===== src/clk_susp_pkg.sv =====
// Constants for the clock, suspend and power-on reset controller
package clk_susp_pkg;
  localparam int CLK_PERIOD_NS = 100;
  // Register byte addresses
  localparam logic [3:0] ADDR_HW_CONFIG = 4'h0;
  localparam logic [3:0] ADDR_DEV_MODE = 4'h4;
  localparam logic [3:0] ADDR_STATUS = 4'h8;
  // Field positions
  localparam int CFG_DIV_LSB = 0;
  localparam int CFG_DIV_W = 4;
  localparam int CFG_OSC_RUN = 4;
  localparam int CFG_SLOW_DIS = 5;
  localparam int MODE_SUSP_REQ = 0;
  localparam int ST_SUSPENDED = 0;
  localparam int ST_OSC_RUN = 1;
  localparam int ST_PLL_RUN = 2;
  localparam int ST_SLOW_ACT = 3;
  // Reset values
  localparam logic [3:0] DIV_RESET = 4'h0;
  localparam logic OSC_RUN_RESET = 1'b1;
  localparam logic SLOW_DIS_RESET = 1'b0;
  // Times in their own units
  localparam int SUSPEND_DELAY_US = 2000;
  localparam int WAKE_DELAY_US = 500;
  localparam int SLOW_HALF_NS = 5000;
  localparam int POR_HOLD_MIN_NS = 600;
  localparam int DIP_FILTER_US = 11;
  // Derived cycle counts
  localparam int SUSPEND_CYCLES = SUSPEND_DELAY_US * 1000 / CLK_PERIOD_NS;
  localparam int WAKE_CYCLES = WAKE_DELAY_US * 1000 / CLK_PERIOD_NS;
  localparam logic [15:0] SLOW_HALF_CYCLES =
    16'(SLOW_HALF_NS / CLK_PERIOD_NS);
  localparam logic [15:0] POR_HOLD_CYCLES =
    16'((POR_HOLD_MIN_NS + CLK_PERIOD_NS - 1) / CLK_PERIOD_NS);
  localparam logic [15:0] DIP_CYCLES =
    16'((DIP_FILTER_US * 1000 + CLK_PERIOD_NS - 1) / CLK_PERIOD_NS);
  localparam logic [15:0] CNT_ONE = 16'h0001;
  localparam logic [15:0] CNT_ZERO = 16'h0000;
  typedef enum logic [2:0] {
    AWAKE, REQ_SET, ENTER_WAIT, SUSPENDED, WAKE_WAIT
  } susp_state_t;
endpackage


===== src/clock_suspend_ctrl.sv =====
// Clock output, suspend sequencing and power-on reset filter
//
// Decided for this implementation: register access over Wishbone and the placing of the registers.
`timescale 1ns/1ps
module clock_suspend_ctrl
  import clk_susp_pkg::*;
#(
  parameter int SUSPEND_DELAY = SUSPEND_CYCLES,
  parameter int WAKE_DELAY = WAKE_CYCLES
)
(
  input wire logic ref_clk,
  input wire logic rst,
  input wire logic wb_cyc_i,
  input wire logic wb_stb_i,
  input wire logic wb_we_i,
  input wire logic [3:0] wb_adr_i,
  input wire logic [3:0] wb_sel_i,
  input wire logic [31:0] wb_dat_i,
  output logic [31:0] wb_dat_o,
  output logic wb_ack_o,
  input wire logic wake_input,
  input wire logic supplyAboveTrip,
  input wire logic crystal_input,
  output logic crystal_output,
  output logic clock_output_pin,
  output logic suspendIndicator,
  output logic pllRunning,
  output logic internalReset
);
  import clk_susp_pkg::*;

  localparam logic [15:0] SUSP_CNT = 16'(SUSPEND_DELAY - 1);
  localparam logic [15:0] WAKE_CNT = 16'(WAKE_DELAY - 1);

  logic [3:0] clock_output_pin_divider;
  logic osc_run_ctl;
  logic slow_clock_disable;
  logic suspend_request;
  susp_state_t state;
  logic [15:0] delayCnt;
  logic wakeLast;
  logic oscRunning;
  logic useSlow;
  logic outStopped;
  logic [15:0] halfCnt;
  logic [15:0] next_halfLimit;
  logic [15:0] dipCnt;
  logic [15:0] holdCnt;
  logic wbAccess;
  logic wbWrite;
  logic wantSlow;
  logic wantStop;
  logic dipLong;
  logic holdDone;
  logic cfgWrite;
  logic modeWrite;
  logic readReq;
  logic wakeEdge;
  logic [31:0] next_rdData;
  logic [15:0] delayLimit;
  logic delayDone;
  logic delayRun;
  logic switchNow;
  logic halfDone;

  assign wbAccess = wb_cyc_i && wb_stb_i && !wb_ack_o;
  assign wbWrite = wbAccess && wb_we_i && wb_sel_i[0];
  assign cfgWrite = wbWrite && wb_adr_i == ADDR_HW_CONFIG;
  assign modeWrite = wbWrite && wb_adr_i == ADDR_DEV_MODE;
  assign readReq = wbAccess && !wb_we_i;

  // Power-on reset: dips shorter than the filter are ignored
  assign dipLong = dipCnt >= DIP_CYCLES;
  assign holdDone = holdCnt >= POR_HOLD_CYCLES - CNT_ONE;

  // Saturates so a long dip cannot wrap and clear itself
  always_ff @(posedge ref_clk or posedge rst)
  begin
    if (rst)
      dipCnt <= CNT_ZERO;
    else if (supplyAboveTrip)
      dipCnt <= CNT_ZERO;
    else if (!dipLong)
      dipCnt <= dipCnt + CNT_ONE;
  end

  // Hold time counts only once the supply is back above trip
  always_ff @(posedge ref_clk or posedge rst)
  begin
    if (rst)
      holdCnt <= CNT_ZERO;
    else if (!supplyAboveTrip)
      holdCnt <= CNT_ZERO;
    else if (internalReset && !holdDone)
      holdCnt <= holdCnt + CNT_ONE;
  end

  // Release waits for the full hold; a dip restarts it
  always_ff @(posedge ref_clk or posedge rst)
  begin
    if (rst)
      internalReset <= 1'b1;
    else if (!supplyAboveTrip && dipLong)
      internalReset <= 1'b1;
    else if (supplyAboveTrip && holdDone)
      internalReset <= 1'b0;
  end

  // Fields fall back to reset values while the POR pulse is high
  always_ff @(posedge ref_clk or posedge rst)
  begin
    if (rst)
      clock_output_pin_divider <= DIV_RESET;
    else if (internalReset)
      clock_output_pin_divider <= DIV_RESET;
    else if (cfgWrite)
      clock_output_pin_divider <= wb_dat_i[CFG_DIV_LSB +: CFG_DIV_W];
  end

  always_ff @(posedge ref_clk or posedge rst)
  begin
    if (rst)
      osc_run_ctl <= OSC_RUN_RESET;
    else if (internalReset)
      osc_run_ctl <= OSC_RUN_RESET;
    else if (cfgWrite)
      osc_run_ctl <= wb_dat_i[CFG_OSC_RUN];
  end

  // Only read in suspend; awake the bit has no effect
  always_ff @(posedge ref_clk or posedge rst)
  begin
    if (rst)
      slow_clock_disable <= SLOW_DIS_RESET;
    else if (internalReset)
      slow_clock_disable <= SLOW_DIS_RESET;
    else if (cfgWrite)
      slow_clock_disable <= wb_dat_i[CFG_SLOW_DIS];
  end

  // Firmware writes it back to zero to start the entry delay
  always_ff @(posedge ref_clk or posedge rst)
  begin
    if (rst)
      suspend_request <= 1'b0;
    else if (internalReset)
      suspend_request <= 1'b0;
    else if (modeWrite)
      suspend_request <= wb_dat_i[MODE_SUSP_REQ];
  end

  // Read data is zero outside an answer so a stale word never lingers
  always_comb
  begin
    next_rdData = 32'h0;
    if (readReq)
    begin
      unique case (wb_adr_i)
        ADDR_HW_CONFIG:
        begin
          next_rdData[CFG_DIV_LSB +: CFG_DIV_W] = clock_output_pin_divider;
          next_rdData[CFG_OSC_RUN] = osc_run_ctl;
          next_rdData[CFG_SLOW_DIS] = slow_clock_disable;
        end
        ADDR_DEV_MODE:
          next_rdData[MODE_SUSP_REQ] = suspend_request;
        ADDR_STATUS:
        begin
          next_rdData[ST_SUSPENDED] = suspendIndicator;
          next_rdData[ST_OSC_RUN] = oscRunning;
          next_rdData[ST_PLL_RUN] = pllRunning;
          next_rdData[ST_SLOW_ACT] = useSlow && !outStopped;
        end
        default:
          next_rdData = 32'h0;
      endcase
    end
  end

  // Bus answer one cycle after the request is seen
  always_ff @(posedge ref_clk or posedge rst)
  begin
    if (rst)
      wb_ack_o <= 1'b0;
    else
      wb_ack_o <= wbAccess;
  end

  // Registered so read data never follows the address directly
  always_ff @(posedge ref_clk or posedge rst)
  begin
    if (rst)
      wb_dat_o <= 32'h0;
    else
      wb_dat_o <= next_rdData;
  end

  // Edge detect idles low like the pin, so reset gives no false wake
  assign wakeEdge = wake_input && !wakeLast;
  always_ff @(posedge ref_clk or posedge rst)
  begin
    if (rst)
      wakeLast <= 1'b0;
    else if (internalReset)
      wakeLast <= 1'b0;
    else
      wakeLast <= wake_input;
  end

  // One counter serves both delays; cleared in the states before them
  assign delayLimit = (state == WAKE_WAIT) ? WAKE_CNT : SUSP_CNT;
  assign delayDone = delayCnt >= delayLimit;
  assign delayRun = (state == ENTER_WAIT || state == WAKE_WAIT) && !delayDone;

  always_ff @(posedge ref_clk or posedge rst)
  begin
    if (rst)
      delayCnt <= CNT_ZERO;
    else if (internalReset)
      delayCnt <= CNT_ZERO;
    else if (delayRun)
      delayCnt <= delayCnt + CNT_ONE;
    else if (state == REQ_SET || state == SUSPENDED)
      delayCnt <= CNT_ZERO;
  end

  // Suspend sequencing
  always_ff @(posedge ref_clk or posedge rst)
  begin
    if (rst)
    begin
      state <= AWAKE;
      suspendIndicator <= 1'b0;
    end
    else if (internalReset)
    begin
      state <= AWAKE;
      suspendIndicator <= 1'b0;
    end
    else
    begin
      unique case (state)
        AWAKE:
          if (suspend_request)
            state <= REQ_SET;
        REQ_SET:
          // Entry delay starts when firmware clears the request
          if (!suspend_request)
            state <= ENTER_WAIT;
        ENTER_WAIT:
          if (delayDone)
          begin
            state <= SUSPENDED;
            suspendIndicator <= 1'b1;
          end
        SUSPENDED:
          if (wakeEdge)
            state <= WAKE_WAIT;
        WAKE_WAIT:
          if (delayDone)
          begin
            state <= AWAKE;
            suspendIndicator <= 1'b0;
          end
      endcase
    end
  end

  // Oscillator amplifier; an external clock simply overdrives the input
  assign oscRunning = osc_run_ctl && !suspendIndicator;
  assign crystal_output = oscRunning ? !crystal_input : 1'b0;
  // PLL runs only with its reference present
  assign pllRunning = oscRunning;

  // Awake with the oscillator off leaves no source to divide
  always_comb
  begin
    wantSlow = suspendIndicator;
    if (suspendIndicator)
      wantStop = slow_clock_disable;
    else
      wantStop = !pllRunning;
  end

  // Half period: divider+1 for the normal clock, scaled to ref_clk
  always_comb
  begin
    if (useSlow)
      next_halfLimit = SLOW_HALF_CYCLES - CNT_ONE;
    else
      next_halfLimit = {12'h0, clock_output_pin_divider};
  end

  // Source changes only while the output is low, so no runt pulse
  assign switchNow = !clock_output_pin &&
    (useSlow != wantSlow || outStopped != wantStop);
  assign halfDone = halfCnt >= next_halfLimit;

  always_ff @(posedge ref_clk or posedge rst)
  begin
    if (rst)
    begin
      useSlow <= 1'b0;
      outStopped <= 1'b0;
    end
    else if (switchNow)
    begin
      useSlow <= wantSlow;
      outStopped <= wantStop;
    end
  end

  always_ff @(posedge ref_clk or posedge rst)
  begin
    if (rst)
      halfCnt <= CNT_ZERO;
    else if (switchNow || outStopped || halfDone)
      halfCnt <= CNT_ZERO;
    else
      halfCnt <= halfCnt + CNT_ONE;
  end

  always_ff @(posedge ref_clk or posedge rst)
  begin
    if (rst)
      clock_output_pin <= 1'b0;
    else if (!switchNow && outStopped)
      clock_output_pin <= 1'b0;
    else if (!switchNow && halfDone)
      clock_output_pin <= !clock_output_pin;
  end
endmodule


===== config.mk =====
export PLATFORM = sky130hd
export DESIGN_NAME = clock_suspend_ctrl
export DESIGN_NICKNAME = d
export VERILOG_FILES = /design/src/clk_susp_pkg.sv /design/src/clock_suspend_ctrl.sv
export SDC_FILE = /design/constraint.sdc
export NUM_CORES = 1
export LEC_CHECK = 0
export ABC_AREA = 1
export BUFFER_PORTS_ARGS = -buffer_cell sky130_fd_sc_hd__buf_2
export CAP_MARGIN = 20
export CORE_MARGIN = 3
export CORE_UTILIZATION = 47
export CTS_CLUSTER_SIZE = 25
export DETAILED_ROUTE_END_ITERATION = 16
export PLACE_DENSITY = 0.78
export SKIP_LAST_GASP = 1
export SLEW_MARGIN = 20
export SYNTH_ARGS = -nofsm -noshare
export SYNTH_HDL_FRONTEND = slang
export SYNTH_SLANG_ARGS = --single-unit

===== constraint.sdc =====
create_clock -name ref_clk -period 2.4 [get_ports ref_clk]
set_input_delay 0.12 -clock ref_clk [delete_from_list [all_inputs] [get_ports ref_clk]]
set_output_delay 0.12 -clock ref_clk [all_outputs]
set_load 0.01 [all_outputs]

# Word-level counts from Yosys, hierarchy flattened
# Cells that the tools add are included.
# word_totals
register_bits	113
in_bits	48
output_inout_bits	38
word_cells	124
# op_classes
addsub	4
n_lt_le_gt_ge	4
n_eq_ne	15
n_mux	40
reduce_logical	44
# op_table
operator	count
$mux 16	8
$add 16x1->16 const B	4
$mux 3	6
$logic_and 1x1->1	17
$ge 16x15->1	1
$ge 16x16->1	1
$ge 16x3->1 const B	1
$ge 16x7->1 const B	1
$mux 1	16
$mux 15	1
$ne 3x3->1 const B	5
$pmux 3 s5	1
$logic_not 1->1	12
$mux 6	2
$mux 4	2
$reduce_bool 2->1	4
$eq 3x2->1 const B	2
$pmux 3 s2	1
$reduce_bool 3->1	2
$logic_or 1x1->1	5
$reduce_and 5->1	1
$eq 4x3->1 const B	1
$eq 4x4->1 const B	1
$logic_not 4->1	1
other kinds (10)	11

# Logic depth before layout (Yosys ltp)
# logic_depth
word_depth	11
mapped_depth	16
depth_no_buf	15

# Least setup slack after synthesis
# OpenSTA, ideal clock, no wires.
# synth_timing
path_kind	register -> register
start	reg state[0]
end	reg delayCnt[4]
setup_time_ns	0.117
arrival_ns	1.744
required_ns	2.283
setup_slack_ns	0.539
path_stages_with_launch	14
path_buffers	1
synth_period_minus_slack_ns	1.861
cell_sequence	dfrtp_1 nor2_2 nand2_4 ha_1 nand2_1 nand3b_1 nor2_2 nor2_4 nand3_4 nand2_4 inv_4 buf_6 nand2_1 nand2_1
# synth_between
elab_chain_len	7
word_cells_on_any_way	13
cone_classes	order compare (1); eq/ne (4); mux (3); reduce/logical (5)
# synth_rtl
element	line_no	text
from (decl)	clock_suspend_ctrl.sv:40	susp_state_t state;
from (signal assigned)	clock_suspend_ctrl.sv:233	state <= AWAKE;
from (signal assigned)	clock_suspend_ctrl.sv:238	state <= AWAKE;
from (signal assigned)	clock_suspend_ctrl.sv:246	state <= REQ_SET;
$eq 3x3->1	clock_suspend_ctrl.sv:212, clock_suspend_ctrl.sv:214	
$mux 15	clock_suspend_ctrl.sv:212	assign delayLimit = (state == WAKE_WAIT) ? WAKE_CNT : SUSP_CNT;
$ge 16x15->1	clock_suspend_ctrl.sv:213	assign delayDone = delayCnt >= delayLimit;
$logic_not 1->1	clock_suspend_ctrl.sv:214	assign delayRun = (state == ENTER_WAIT || state == WAKE_WAIT) && !delayDone;
$logic_and 1x1->1	clock_suspend_ctrl.sv:214	
$mux 16	clock_suspend_ctrl.sv:222	else if (delayRun)
$mux 16	clock_suspend_ctrl.sv:220	else if (internalReset)
to (signal assigned)	clock_suspend_ctrl.sv:223	delayCnt <= delayCnt + CNT_ONE;
to (decl)	clock_suspend_ctrl.sv:41	logic [15:0] delayCnt;
# Parallel ways exist; a longest one is shown, timed or not.
# A chain may end at the register's enable or synchronous reset.

# Worst setup path in the final report
# layout_timing
start	reg state[0]
end	reg delayCnt[1]
# The elaborated chain is that of the path after synthesis.

==> impl_results.md <==
- CP required: 2.69 ns
- Final Hold Viols: 0
- DR WL/cell: 11.11 um
- DRT iter0 DRCs: 159
- WP data arrival: 2.34 ns
- Synthesis-stage register bit count: 87
- Synthesized area: 4453 sq um
- Filler cells: 808
- Finished Cell Area: 4960 sq um
- Boundary Pins: 86
- Root Buffer Master: clkbuf_8
- Pwr Total: 3.434 mW
- Pleak: 2.674 nW
- Skew final: 0.01175 ns
- Final Wtd Congestion: 0.8743
- Worst Hold Launch: wb_we_i
- RR Startpoint: state[0]
- Slew @ Worst Pin: 0.5168 ns
- Pin count of the biggest net entering global routing: 88
- DR vias: 3325
- Setup TNS: 0 ns
- Num rows: 34
- Chip Height: 103.3 um
- Most common cell after layout, fill and taps aside: nand2_1
- Worst skew pair latency: 0.36 ns
- Post-Route WL: 7.918 mm
- Initial Util: 49.61%
- Leading cell types in the layout, fill and taps excluded: nand2_1 (135), dfrtp_1 (85), inv_1 (74), nor2_1 (55), conb_1 (35)
- Post-route clock period utilization: 85.25%
- CP Max Fanout: 14
- Die width: 103.3 um
- CTS tree: built
- RSZ-0062 raised after global routing: no
- DP HPWL: 5.561 mm
- Hold buffer count at CTS: 7
- Element type at the critical path start: register
- Post-synthesis sequential area ratio: 48.95%
- Cell variety after synth: 40
- Vias in the first global route: 3132
- Die ar.: 10680 sq um
- Hold WS: 0.01876 ns
- CP endpoint kind: register
- Clk slew on worst S/H paths: 0.09 ns
- Initial antenna violation count: 0
- Routed Antenna Nets: 0
- Share of layout cells above drive strength 1: 11.75%
- Max-slew headroom: 65.55%
- TritonCTS buffer count: 9
- Gr usage total: 16.25%
- Core region area: 8976 sq um
- Max VDD drop: 0.4267 mV
- R2R cell count: 12
- CP startpoint: state[0]
- DRC viols: 0
- Crit path cell chain: nor2_2, nand2_4, ha_1, nand2_1, nand3b_1, nor2_2, nand2_4, nand3_4, nand2_4, inv_4, nand2_1, nand2_1
- Max-Cap Viols: 0
- Max incr delay on CP: 0.43 ns
- First-pass DRT Iterations: 4
- Critical setup path kind: reg2reg
- # diodes: 0
- H-tree depth: 3
- Slew Limit Fails: 0
- DP Area: 4684 sq um
- P&R area growth vs syn: 11.38%
- First-pass GRT wire length: 13.66 mm
- Final setup fails: 0
- Yosys warns: 0
- Post-layout min period: 2.046 ns
- Mapped Avg Cell Area: 8.402 sq um
- Slowest cell on the critical path: dfrtp_1
- Seq. cell area: 2180 sq um
- Fmax: 488.8 MHz
- Tightest Hold Check Type: in2reg
- IO buf count: 30
- Reg-to-reg setup timing slack: 0.35 ns
- Hold Path Depth: 4
- Vias per cell: 4.663
- Clock Path Buffers: 2
- Multi-input combinational cell area: 1869 sq um
- Sink Count: 87
- Number of nets in the layout: 646
- PwrDens: 692.4 nW/um^2
- Gate Count Post-Synth: 530
- Post-CTS Setup Inserts: 0
- Gr ovfl total: 0
- Post-CTS sizing: 0
- Outcome: finished clean
-- cell type report --
type                    count  share of cell area (%)
repair buffers             39                   4.995
well taps                 126                   3.179
multi-input cells         366                   37.69
clock inverters             5                   1.287
clock buffers              11                   2.851
flip-flops and latches     87                   43.95
inverters                  79                   6.054
-- power breakdown --
part | leakage [nW] | internal, mW | switching (mW) | total, mW
registers | 1.17 | 1.56 | 0.0892 | 1.65
logic | 1.40 | 0.247 | 0.491 | 0.738
clock network | 0.101 | 0.519 | 0.531 | 1.05
total | 2.67 | 2.32 | 1.11 | 3.43
-- cells in the mapped netlist (all sizes together) --
library cell  instances  area [sq um]
nand2               140         553.0
nor3b                 1         7.510
nor4                  6         37.54
dfrtp                85          2127
o211ai                1         7.510
nor2                 59         236.5
a22oi                 1         7.510
a21boi                1         7.510
o21ai                16         80.08
nand3                22         122.6
a31o                  1         8.760
o31ai                 2         15.01
a21oi                16         80.08
or2                   4         25.03
xor2                 12         105.1
conb                  1         3.750
nor3                 11         60.06
nand4                 9         71.32
ha                   16         200.2
clkbuf                4         15.01
dfstp                 2         52.55
inv                  78         295.3
mux2i                 1         10.01
xnor2                 6         52.55
a22o                  4         35.03
clkinv                1         3.750
nand3b                2         15.01
buf                  28         217.7
-- critical path: cells and delay by family (launching register included) --
kind	cells	cell delay, ns
simple gates	10	1.09
flops	1	0.43
fa+ha+maj	1	0.30
buf+inv	1	0.14
-- state kept, by name, summed over array words and instances (netlist names) --
signal                    count
internalReset                 1
dipCnt                       16
wakeLast                      1
slow_clock_disable            1
holdCnt                      16
clock_output_pin_divider      4
wb_dat_o                      6
wb_ack_o                      1
halfCnt                      16
outStopped                    1
useSlow                       1
suspendIndicator              1
suspend_request               1
osc_run_ctl                   1
clock_output_pin              1
state                         3
delayCnt                     16
-- per-layer routing --
layer | vias up | part of all wire, % | wire, um | GRT usage [%]
met5 | - | 0 | 0 | 0
met4 | 0 | 2.9 | 226 | 7.171
met3 | 21 | 5.3 | 423 | 4.359
met2 | 96 | 45 | 3594 | 25.46
met1 | 1505 | 46 | 3674 | 21.30
li1 | 1703 | - | - | -
-- metrics by stage --
step	instances	utilization (%)	setup slack, ns
6_report	713	55.26	0.3540
5_1_grt	713	55.26	0.1649
4_1_cts	713	55.26	0.3296
3_5_place_dp	690	52.19	0.3659
3_3_place_gp	690	52.19	0.4438
2_1_floorplan	564	-	0.03311
-- cell families (layout without fill, tap and decap cells) --
logic type | count (synthesis) | in the layout | synth area share [%]
adder cells (fa/ha/maj) | 16 | 16 | 4.496
other | 1 | 35 | 0.08421
AND/OR/NAND/NOR | 254 | 254 | 25.34
flip-flops | 87 | 87 | 48.95
buffers and inverters | 111 | 134 | 11.94
AO/OA/AOI/OAI | 42 | 42 | 5.423
XOR/XNOR | 18 | 18 | 3.540
multiplexers | 1 | 1 | 0.2248
-- path summary, 6_finish.rpt --
check                                   end
worst max register to register  delayCnt[1]
worst max-delay path            delayCnt[1]
worst min-delay path            wb_dat_o[0]
worst min register to register   holdCnt[5]
max in group asynchronous         dipCnt[6]
min in group asynchronous        halfCnt[4]
No activity file was read; power rests on OpenSTA's default activity.
